===== config.mk =====
export PLATFORM = sky130hd
export DESIGN_NAME = sae_actuator_enables
export DESIGN_NICKNAME = d
export VERILOG_FILES = /design/src/pkg/sae_pkg.sv /design/src/rtl/sae_actuator_enables.sv
export SDC_FILE = /design/constraint.sdc
export NUM_CORES = 1
export LEC_CHECK = 0
export BUFFER_PORTS_ARGS = -buffer_cell sky130_fd_sc_hd__buf_2
export CAP_MARGIN = 25
export CORE_ASPECT_RATIO = 1.1
export CORE_MARGIN = 10
export CORE_UTILIZATION = 38
export CTS_CLUSTER_DIAMETER = 60
export CTS_CLUSTER_SIZE = 12
export DETAILED_ROUTE_END_ITERATION = 7
export MAX_ROUTING_LAYER = met4
export PLACE_DENSITY = 0.64
export SLEW_MARGIN = 20
export SYNTH_ARGS = -nofsm -noshare
export SYNTH_HDL_FRONTEND = slang
export SYNTH_SLANG_ARGS = --single-unit

===== constraint.sdc =====
create_clock -name clk_i -period 18.8 [get_ports clk_i]
set_clock_uncertainty 0.2 [all_clocks]
set_input_delay 0.94 -clock clk_i [delete_from_list [all_inputs] [get_ports clk_i]]
set_output_delay 0.94 -clock clk_i [all_outputs]
set_load 0.01 [all_outputs]

===== src/pkg/sae_pkg.sv =====
// Constants and types for the actuator enable command block
// Notes on behaviour
// - Enable/disable actuators; disabled ones refuse state changes
// - Disabling may return member to default state
// - Default state only when descriptor record declares it
// - Request starts with 16-bit handle; 0000/FFFF reserved
// - At most eight members, offsets 0 to 7
// - One operation field per counted member
// - Op state: enabled, disabled=2, unavailable
// - Op state codes match the state read command
// - Event byte turns reports on/off; FF keeps
// - Answer is one result code byte, 80 bad handle
package sae_pkg;
  // Register byte offsets
  localparam logic [7:0] SAE_OFF_CTRL = 8'h00;
  localparam logic [7:0] SAE_OFF_REQ = 8'h04;
  localparam logic [7:0] SAE_OFF_STAT = 8'h08;
  localparam logic [7:0] SAE_OFF_SET = 8'h0C;
  localparam logic [7:0] SAE_OFF_CFG = 8'h40;
  localparam logic [7:0] SAE_OFF_OPS = 8'h80;
  localparam logic [7:0] SAE_OFF_VAL = 8'hC0;
  // Control bit positions
  localparam int SAE_CTRL_START = 0;
  localparam int SAE_CTRL_FLUSH = 1;
  localparam int SAE_CTRL_CLRREJ = 2;
  // Configuration word fields
  localparam int SAE_CFG_HASDEF = 16;
  localparam int SAE_CFG_DEFLSB = 24;
  // Request layout
  localparam int SAE_HDR_BYTES = 3;
  localparam int SAE_MAX_MEMBERS = 8;
  localparam int SAE_REQ_BYTES = 19;
  localparam logic [7:0] SAE_CNT_MIN = 8'h01;
  localparam logic [7:0] SAE_CNT_MAX = 8'h08;
  // Reserved handles
  localparam logic [15:0] SAE_HANDLE_RSV_LO = 16'h0000;
  localparam logic [15:0] SAE_HANDLE_RSV_HI = 16'hFFFF;
  // Operational state codes, shared with the state read command
  localparam logic [7:0] SAE_OP_ENABLED = 8'h01;
  localparam logic [7:0] SAE_OP_DISABLED = 8'h02;
  localparam logic [7:0] SAE_OP_UNAVAIL = 8'h03;
  // Event report control codes
  localparam logic [7:0] SAE_EV_ON = 8'h00;
  localparam logic [7:0] SAE_EV_OFF = 8'h01;
  localparam logic [7:0] SAE_EV_KEEP = 8'hFF;
  // Result codes
  localparam logic [7:0] SAE_RC_SUCCESS = 8'h00;
  localparam logic [7:0] SAE_RC_BAD_DATA = 8'h02;
  localparam logic [7:0] SAE_RC_BAD_LEN = 8'h03;
  localparam logic [7:0] SAE_RC_BAD_HANDLE = 8'h80;
  // Reset values
  localparam logic [1:0] SAE_RST_OP = 2'h1;
  localparam logic [7:0] SAE_RST_VAL = 8'h00;
  localparam logic [31:0] SAE_RST_CFG = 32'h0000_0000;
  // Command engine states
  typedef enum logic [0:0] {SAE_IDLE, SAE_EXEC} sae_state_t;
endpackage


===== src/rtl/sae_actuator_enables.sv =====
// Actuator enable command interpreter with Avalon-MM register access
`timescale 1ns/10ps
module sae_actuator_enables #(
  parameter int NUM_ACT = 2
) (
  // Clock and reset
  input wire logic clk_i,
  input wire logic rst_i,
  // Avalon-MM slave
  input wire logic [7:0] avs_address_i,
  input wire logic avs_read_i,
  input wire logic avs_write_i,
  input wire logic [31:0] avs_writedata_i,
  input wire logic [3:0] avs_byteenable_i,
  output logic [31:0] avs_readdata_o,
  output logic avs_waitrequest_o,
  // Command status
  output logic busy_o,
  output logic done_o,
  output logic [7:0] result_code_o
);
  // Index width for actuator selection
  localparam int IW = (NUM_ACT > 1) ? $clog2(NUM_ACT) : 1;
  // Members per actuator
  localparam int MB = sae_pkg::SAE_MAX_MEMBERS;

  // Register map, byte addresses
  // CTRL 00: bit0 start, bit1 flush, bit2 clear reject
  // REQ 04: append one request byte
  // STATUS 08: busy, done, reject, overflow, count, result
  // SET 0C: direct member value change
  // CFG 40+4i: handle, default flag, default value
  // OPS 80+4i: op states and event enables
  // VAL C0+4n: member values
  // Unmapped reads give zero, writes are dropped
  // Every access takes exactly one wait cycle

  // Whole state of the block
  typedef struct packed {
    // Command engine state
    sae_pkg::sae_state_t st;
    // Bus answer pending
    logic ack;
    // Captured read data
    logic [31:0] rdata;
    // Request byte buffer
    logic [sae_pkg::SAE_REQ_BYTES-1:0][7:0] rbuf;
    // Bytes held in the buffer
    logic [4:0] cnt;
    // Too many request bytes
    logic ovf;
    // Command finished
    logic done;
    // Last result code
    logic [7:0] rc;
    // Sticky refused direct change
    logic rej;
    // Descriptor record words
    logic [NUM_ACT-1:0][31:0] cfg;
    // Member operational states
    logic [NUM_ACT-1:0][MB-1:0][1:0] op;
    // Member event report enables
    logic [NUM_ACT-1:0][MB-1:0] ev;
    // Member state values
    logic [NUM_ACT-1:0][MB-1:0][7:0] val;
  } sae_regs_t;

  sae_regs_t s_r; // Registered state
  sae_regs_t s_nxt; // Next state

  // Bus handshake: one wait cycle, then answer
  assign avs_waitrequest_o = (avs_read_i | avs_write_i) & ~s_r.ack;
  // Read data from the capture register
  assign avs_readdata_o = s_r.rdata;
  // Engine busy for exactly one cycle
  assign busy_o = (s_r.st == sae_pkg::SAE_EXEC);
  // Done stays until the next start
  assign done_o = s_r.done;
  // Last result code held
  assign result_code_o = s_r.rc;

  // Next-state logic: bus, request buffer and command engine
  always_comb begin
    // Byte lane mask for descriptor writes
    logic [31:0] wmask;
    // Handle from the first two request bytes
    logic [15:0] handle;
    // Composite set count byte
    logic [7:0] count;
    // Operation byte under test
    logic [7:0] opv;
    // Event byte under test
    logic [7:0] evv;
    // Index of the matched actuator
    logic [IW-1:0] idx;
    // Handle matched an actuator
    logic hit;
    // Every counted field holds a legal code
    logic fields_ok;
    // Actuator picked by a direct write
    logic [IW-1:0] sa;
    // Member picked by a direct write
    logic [2:0] sm;
    s_nxt = s_r;
    // Byte lanes to bit mask
    wmask = {{8{avs_byteenable_i[3]}}, {8{avs_byteenable_i[2]}},
             {8{avs_byteenable_i[1]}}, {8{avs_byteenable_i[0]}}};
    // Header fields from the request buffer
    handle = {s_r.rbuf[1], s_r.rbuf[0]};
    count = s_r.rbuf[2];
    // Work variables start cleared, except fields_ok which starts set
    opv = 8'h00;
    evv = 8'h00;
    idx = '0;
    hit = 1'b0;
    fields_ok = 1'b1;
    sa = '0;
    sm = 3'h0;
    // Acknowledge each request one cycle after it rises
    s_nxt.ack = (avs_read_i | avs_write_i) & ~s_r.ack;
    // Read data captured in the wait cycle
    if (avs_read_i & ~s_r.ack) begin
      // Unmapped addresses read zero
      s_nxt.rdata = 32'h0000_0000;
      if (avs_address_i == sae_pkg::SAE_OFF_STAT) begin
        // Status: busy, done, reject, overflow, count, result
        s_nxt.rdata[0] = (s_r.st == sae_pkg::SAE_EXEC);
        s_nxt.rdata[1] = s_r.done;
        s_nxt.rdata[2] = s_r.rej;
        s_nxt.rdata[3] = s_r.ovf;
        s_nxt.rdata[8 +: 5] = s_r.cnt;
        s_nxt.rdata[16 +: 8] = s_r.rc;
      end
      for (int i = 0; i < NUM_ACT; i++) begin
        // Per actuator configuration and settings
        if (avs_address_i == 8'(sae_pkg::SAE_OFF_CFG + 4 * i)) begin
          s_nxt.rdata = s_r.cfg[i];
        end
        if (avs_address_i == 8'(sae_pkg::SAE_OFF_OPS + 4 * i)) begin
          s_nxt.rdata[15:0] = s_r.op[i];
          s_nxt.rdata[23:16] = s_r.ev[i];
        end
        for (int m = 0; m < MB; m++) begin
          // Member state value words
          if (avs_address_i == 8'(sae_pkg::SAE_OFF_VAL + 4 * (i * MB + m))) begin
            s_nxt.rdata[7:0] = s_r.val[i][m];
          end
        end
      end
    end
    // Writes take effect on the acknowledge cycle
    if (avs_write_i & s_r.ack) begin
      // Control word: start, flush, clear reject
      if (avs_address_i == sae_pkg::SAE_OFF_CTRL && avs_byteenable_i[0]) begin
        // Start only when idle
        if (avs_writedata_i[sae_pkg::SAE_CTRL_START] && s_r.st == sae_pkg::SAE_IDLE) begin
          s_nxt.st = sae_pkg::SAE_EXEC;
          s_nxt.done = 1'b0;
        end
        // Flush the request buffer
        if (avs_writedata_i[sae_pkg::SAE_CTRL_FLUSH] && s_r.st == sae_pkg::SAE_IDLE) begin
          s_nxt.cnt = 5'h00;
          s_nxt.ovf = 1'b0;
        end
        // Clear reject flag
        if (avs_writedata_i[sae_pkg::SAE_CTRL_CLRREJ]) begin
          s_nxt.rej = 1'b0;
        end
      end else if (avs_address_i == sae_pkg::SAE_OFF_REQ && avs_byteenable_i[0]) begin
        // Append one request byte; extra bytes mark overflow
        if (s_r.st == sae_pkg::SAE_IDLE) begin
          if (s_r.cnt < 5'(sae_pkg::SAE_REQ_BYTES)) begin
            // Free slot: store the byte and count it
            s_nxt.rbuf[s_r.cnt] = avs_writedata_i[7:0];
            s_nxt.cnt = s_r.cnt + 5'h01;
          end else begin
            // Buffer full: drop the byte, flag overflow
            s_nxt.ovf = 1'b1;
          end
        end
      end else if (avs_address_i == sae_pkg::SAE_OFF_SET && avs_byteenable_i[0]) begin
        // Direct state change: [IW-1:0] actuator, [10:8] member, [23:16] value
        sa = avs_writedata_i[IW-1:0];
        sm = avs_writedata_i[10:8];
        // Indices beyond the last actuator are ignored
        if (32'(sa) < 32'(NUM_ACT)) begin
          // Only an enabled member takes a new value
          if (s_r.op[sa][sm] == sae_pkg::SAE_OP_ENABLED[1:0]) begin
            s_nxt.val[sa][sm] = avs_writedata_i[23:16];
          end else begin
            s_nxt.rej = 1'b1;
          end
        end
      end else begin
        for (int i = 0; i < NUM_ACT; i++) begin
          // Descriptor record words, byte lanes honoured
          if (avs_address_i == 8'(sae_pkg::SAE_OFF_CFG + 4 * i)) begin
            s_nxt.cfg[i] = (s_r.cfg[i] & ~wmask) | (avs_writedata_i & wmask);
          end
        end
      end
    end
    // Command engine: validate then apply in one cycle
    case (s_r.st)
      sae_pkg::SAE_IDLE: begin
        // Nothing to do until a start arrives
      end
      sae_pkg::SAE_EXEC: begin
        // Look up the handle; reserved values never match
        for (int i = NUM_ACT - 1; i >= 0; i--) begin
          if (s_r.cfg[i][15:0] == handle) begin
            hit = 1'b1;
            idx = IW'(i);
          end
        end
        if (handle == sae_pkg::SAE_HANDLE_RSV_LO || handle == sae_pkg::SAE_HANDLE_RSV_HI) begin
          hit = 1'b0;
        end
        // Check each counted operation field
        for (int m = 0; m < MB; m++) begin
          if (8'(m) < count) begin
            opv = s_r.rbuf[sae_pkg::SAE_HDR_BYTES + 2 * m];
            evv = s_r.rbuf[sae_pkg::SAE_HDR_BYTES + 2 * m + 1];
            if (opv != sae_pkg::SAE_OP_ENABLED && opv != sae_pkg::SAE_OP_DISABLED &&
                opv != sae_pkg::SAE_OP_UNAVAIL) begin
              fields_ok = 1'b0;
            end
            if (evv != sae_pkg::SAE_EV_ON && evv != sae_pkg::SAE_EV_OFF &&
                evv != sae_pkg::SAE_EV_KEEP) begin
              fields_ok = 1'b0;
            end
          end
        end
        // Single execution cycle, then report
        s_nxt.st = sae_pkg::SAE_IDLE;
        s_nxt.done = 1'b1;
        if (s_r.cnt < 5'(sae_pkg::SAE_HDR_BYTES)) begin
          // Too short to hold a full header
          s_nxt.rc = sae_pkg::SAE_RC_BAD_LEN;
        end else if (!hit) begin
          // Unknown or reserved handle
          s_nxt.rc = sae_pkg::SAE_RC_BAD_HANDLE;
        end else if (count < sae_pkg::SAE_CNT_MIN || count > sae_pkg::SAE_CNT_MAX ||
                     s_r.ovf ||
                     {3'h0, s_r.cnt} != 8'(sae_pkg::SAE_HDR_BYTES) + (count << 1)) begin
          // Count, overflow or length wrong
          s_nxt.rc = sae_pkg::SAE_RC_BAD_LEN;
        end else if (!fields_ok) begin
          // Unknown op or event code
          s_nxt.rc = sae_pkg::SAE_RC_BAD_DATA;
        end else begin
          // All checks passed
          s_nxt.rc = sae_pkg::SAE_RC_SUCCESS;
          // Apply fields to members 0 upward in request order
          for (int m = 0; m < MB; m++) begin
            if (8'(m) < count) begin
              opv = s_r.rbuf[sae_pkg::SAE_HDR_BYTES + 2 * m];
              evv = s_r.rbuf[sae_pkg::SAE_HDR_BYTES + 2 * m + 1];
              s_nxt.op[idx][m] = opv[1:0];
              // Return to default on entry to disabled
              if (opv == sae_pkg::SAE_OP_DISABLED &&
                  s_r.op[idx][m] != sae_pkg::SAE_OP_DISABLED[1:0] &&
                  s_r.cfg[idx][sae_pkg::SAE_CFG_HASDEF]) begin
                s_nxt.val[idx][m] = s_r.cfg[idx][sae_pkg::SAE_CFG_DEFLSB +: 8];
              end
              // Event report control
              if (evv == sae_pkg::SAE_EV_ON) begin
                s_nxt.ev[idx][m] = 1'b1;
              end else if (evv == sae_pkg::SAE_EV_OFF) begin
                s_nxt.ev[idx][m] = 1'b0;
              end
            end
          end
        end
      end
      default: begin
        // Unreachable code returns to idle
        s_nxt.st = sae_pkg::SAE_IDLE;
      end
    endcase
  end

  // State register
  always_ff @(posedge clk_i or posedge rst_i) begin
    if (rst_i) begin
      // Engine idle, bus not acknowledged
      s_r.st <= sae_pkg::SAE_IDLE;
      s_r.ack <= 1'b0;
      s_r.rdata <= 32'h0000_0000;
      // Request buffer empty
      s_r.rbuf <= '0;
      s_r.cnt <= 5'h00;
      s_r.ovf <= 1'b0;
      // No result pending
      s_r.done <= 1'b0;
      s_r.rc <= sae_pkg::SAE_RC_SUCCESS;
      s_r.rej <= 1'b0;
      // Descriptor records blank, handle matches nothing
      s_r.cfg <= {NUM_ACT{sae_pkg::SAE_RST_CFG}};
      // Members enabled, events off, values cleared
      s_r.op <= {(NUM_ACT * MB){sae_pkg::SAE_RST_OP}};
      s_r.ev <= '0;
      s_r.val <= {(NUM_ACT * MB){sae_pkg::SAE_RST_VAL}};
    end else begin
      s_r <= s_nxt;
    end
  end
endmodule // sae_actuator_enables


# After elaboration in Yosys (flattened, before gate mapping)
# Cells that the tools add are included.
[word_totals]
register_bits = 442
inputBits = 48
output_inout_bits = 43
word_cells = 557
[classes]
n_addsub = 2
order_cmp = 20
n_eq_ne = 98
mux = 240
bitwise = 41
n_reduce_logical = 93
[op_table]
columns = ["operator", "n"]
rows = [
  ["$mux W176", 43],
  ["$mux W128", 18],
  ["$bwmux W128", 9],
  ["$demux W64 S1", 9],
  ["$mux W16", 22],
  ["$bwmux W32", 8],
  ["$mux W32", 7],
  ["$mux W64", 3],
  ["$mux W8", 24],
  ["$bwmux W152", 1],
  ["$eq A8 B8 Y1 const B", 18],
  ["$and A16 B16 Y16", 8],
  ["$demux W16 S1", 8],
  ["$ne A8 B1 Y1 const B", 16],
  ["$ne A8 B2 Y1 const B", 16],
  ["$not A16 Y16", 8],
  ["$or A16 B16 Y16", 8],
  ["$and A32 B32 Y32", 3],
  ["$logic_not A8 Y1", 9],
  ["$mux W24", 3],
  ["$mux W65", 1],
  ["$demux W8 S1", 8],
  ["$eq A8 B1 Y1 const B", 8],
  ["$eq A8 B2 Y1 const B", 8],
  ["54 further kinds", 228],
]

# Logic depth before layout (Yosys ltp)
[logic_depth]
word_depth = 99
depth_mapped = 12
depth_no_buf = 9

# Worst setup path before layout
# Ideal clock, no wire load.
[synth_timing]
path_kind = "in2reg"
startpoint = "input avs_address_i[5]"
endpoint = "register s_r[6] (netlist name)"
setup_time_ns = 0.125
arrival_time_ns = 3.407
required_ns = 18.475
slack_ns = 15.068
path_stages = 9
n_path_buf = 1
cell_sequence = "clkbuf_1 -> nor4_1 -> and2_1 -> nand3_1 -> nor3_2 -> nand2_1 -> nor2_1 -> mux2_2 -> mux2_2"
[synth_lines]
columns = ["element", "line_no", "source"]
rows = [
  ["from (decl)", "sae_actuator_enables.sv:10", "input wire logic [7:0] avs_address_i,"],
  ["to (signal assigned)", "sae_actuator_enables.sv:305", "s_r <= s_nxt;"],
  ["to (decl)", "sae_actuator_enables.sv:68", "sae_regs_t s_r;"],
]

==> results.sh <==
export IMPL_finalHoldViolCount=0
export IMPL_wl_met1_mm=31.7
export IMPL_maxSlewHeadroom_pct=25.5
export IMPL_maxCapViolations=0
export IMPL_cts_path_max_buffers=3
export IMPL_max_freq_mhz=219
export IMPL_critPathKind="reg -> reg"
export IMPL_yosys_warnings=0
export IMPL_dp_cells=2693
export IMPL_ys_flop_type="dfrtp_1"
export IMPL_register_area_um2=11000
export IMPL_drt_total_wl_mm=78.8
export IMPL_antenna_found_initial=6
export IMPL_postCtsHoldBufs=0
export IMPL_grt_pass1_vias=17300
export IMPL_worst_path_max_fanout=22
export IMPL_yosys_cell_count_top_type="dfrtp_1"
export IMPL_cpPeakStageDelay_ns=0.88
export IMPL_firstDrtPassIters=8
export IMPL_initial_core_util_pct=38.4
export IMPL_hold_path_class="in -> async"
export IMPL_syn_cell_area_um2=22600
export IMPL_worst_ep_required_time_ns=19.06
export IMPL_finalMaxSlewViolations=0
export IMPL_worst_pin_slew_ns=1.11
export IMPL_io_buffers=85
export IMPL_grt_use_total_pct=23.2
export IMPL_synthArstFlopShare_pct=100
export IMPL_syn_to_final_growth_pct=10.4
export IMPL_synth_top_family_by_area="multiplexers"
export IMPL_power_w=0.00197
export IMPL_synth_top_area_share_pct=46.6
export IMPL_highest_layer="met4"
export IMPL_rsz0062_at_grt="false"
export IMPL_postRouteAntennaNets=0
export IMPL_violations="design-rule violations"
export IMPL_rows=93
export IMPL_core_area_um2=58800
export IMPL_critPathLaunchType="flip-flop"
export IMPL_powerDensity_nw_per_um2=78.9
export IMPL_viasPerCell=6.08
export IMPL_dr_total_vias=16900
export IMPL_multi_input_area_um2=10800
export IMPL_avgSynthCellArea_um2=11.5
export IMPL_cts_root_buf="clkbuf_16"
export IMPL_wl_per_cell_um=28.3
export IMPL_dpl_hpwl_mm=57.0
export IMPL_grt_max_degree=88
export IMPL_synth_cells=1969
export IMPL_synthSimpleGateAreaFrac_pct=11.5
export IMPL_synth_xor_area_share_pct=1.36
export IMPL_synth_seq_cells=437
export IMPL_clk_pin_slew_ns=0.06
export IMPL_layout_cells_non_filler=2781
export IMPL_status="finished, violations left"
export IMPL_wl_met2_mm=37.8
export IMPL_cts_max_level=2
export IMPL_netlist_top_cells_count="dfrtp_1, mux2_2, nand2_1"
export IMPL_synthAdderAreaFrac_pct=0.332
export IMPL_clock_sinks=437
export IMPL_cts_setup_buffers=0
export IMPL_synth_compound_area_share_pct=8.92
export IMPL_io_pins=91
export IMPL_die_w_um=252
export IMPL_cts_resized=0
export IMPL_fin_nets=2038
export IMPL_worstPathCellList="xor2_1 > nor4_1 > nand4_1 > nand2b_1 > o2111ai_1 > or4_1 > nor2_2 > mux2_2"
export IMPL_place_congestion=0.959
export IMPL_power_leakage_nw=11.8
export IMPL_dpl_worst_slack_ns=13.96
export IMPL_peakVddDrop_v=0.0000533
export IMPL_setup_viol=0
export IMPL_n_fill_cell=5496
export IMPL_gr_total_overflow=0
export IMPL_ys_top_cells_by_area="dfrtp_1, mux2_2, mux2i_1, nand2_1, dfstp_2"
export IMPL_clk_latency_ns=0.61
export IMPL_wl_met3_mm=4.84
export IMPL_initialDrtViolationCount=1509
export IMPL_min_period_ns=4.56
export IMPL_synth_area_leader_cell="dfrtp_1"
export IMPL_drive_gt1_share_pct=32.2
export IMPL_yosysSeqAreaShare_pct=48.5
export IMPL_synth_edf_count=0
export IMPL_slowest_stage="nand2b_1"
export IMPL_route_detailed_drc=4
export IMPL_dieArea_um2=69600
export IMPL_grt_pass1_wl_mm=117
export IMPL_synth_cell_types=77
export IMPL_die_h_um=276
export IMPL_cts_tree="built"
export IMPL_synth_mux_area_share_pct=25.3
export IMPL_end_kind="flip-flop"
export IMPL_period_share_pct=24.2
export IMPL_arrival_ns=4.82
export IMPL_utilization_pct=42.5
export IMPL_layout_setup_ws_ns=14.24
export IMPL_numCtsBuffers=46
export IMPL_finalSetupTns_ns=0
-- report_power, final --
part	switching, W	total [W]	internal (W)
registers	0.0000143	0.000968	0.000954
clock network	0.000393	0.000874	0.000481
logic	0.0000934	0.000126	0.0000328
-- cells in the final DEF, fill, tap and decap left out, drive strengths merged, types with 16 or more instances in the layout --
| cell type | netlist | routed |
|---|---|---|
| dfrtp | 421 | 421 |
| mux2 | 417 | 417 |
| nand2 | 140 | 140 |
| nor2 | 113 | 113 |
| buf | 72 | 113 |
| mux2i | 95 | 95 |
| clkbuf | 78 | 74 |
| inv | 46 | 52 |
| a21oi | 49 | 49 |
| nand3 | 47 | 47 |
| o21ai | 37 | 37 |
| nor4 | 36 | 36 |
| xor2 | 33 | 33 |
| o22ai | 32 | 32 |
| nand4 | 31 | 31 |
| nor3 | 31 | 31 |
| a22oi | 26 | 26 |
| a31oi | 18 | 18 |
| a222oi | 17 | 17 |
| a221oi | 16 | 16 |
| dfstp | 16 | 16 |
-- cell families after synthesis --
logic type | Yosys count
AO/OA/AOI/OAI | 282
XOR/XNOR | 35
adder cells (fa/ha/maj) | 6
buffers and inverters | 196
flip-flops | 437
multiplexers | 514
other | 1
AND/OR/NAND/NOR | 498
-- worst paths after layout --
| kind | startpoint | endpoint | slack, ns | depth (start not counted) |
|---|---|---|---|---|
| setup / recovery | flip-flop | s_r[61]$_DFF_PP0_ | 14.24 | 8 |
| hold / removal | rst_i | avs_readdata_o[27]$_DFFE_PP0P_ | 0.22 | 2 |
| setup reg to reg | flip-flop | s_r[61]$_DFF_PP0_ | 14.24 | 8 |
| hold reg to reg | avs_readdata_o[3]$_DFFE_PP0P_ | avs_readdata_o[3]$_DFFE_PP0P_ | 0.29 | 2 |
| max in group asynchronous | rst_i | s_r[144]$_DFFE_PP1P_ | 16.08 | 5 |
| min in group clk_i | avs_readdata_o[3]$_DFFE_PP0P_ | avs_readdata_o[3]$_DFFE_PP0P_ | 0.29 | 2 |
-- metrics by stage --
step	hold WS [ns]	area [µm²]
global route	0.278	24900
finish	0.216	24900
floorplan	0.260	22600
detailed placement	0.277	23500
global placement	0.278	23400
CTS	0.246	24900
-- per-layer routing --
metal	GRT usage, %	vias up
met5	-	-
met4	12.2	0
met3	3.50	204
met2	37.4	678
met1	27.7	8730
li1	-	7293
-- critical path, delay by kind of cell (launching register included) --
family	cells	cell delay, ns
simple gates	5	2.75
flops	1	0.52
mux	1	0.42
compound gates	1	0.29
xor+xnor	1	0.22
-- area by class of cell --
cell class / instances / area share, %
Sequential cell: 437 / 43.9
Multi-Input combinational cell: 1340 / 43.2
Clock buffer: 74 / 5.24
Tap cell: 760 / 3.81
Timing Repair Buffer: 113 / 2.75
Inverter: 46 / 0.722
Clock inverter: 9 / 0.351
Antenna cell: 2 / 0.0201
No activity file was read; power rests on OpenSTA's default activity.
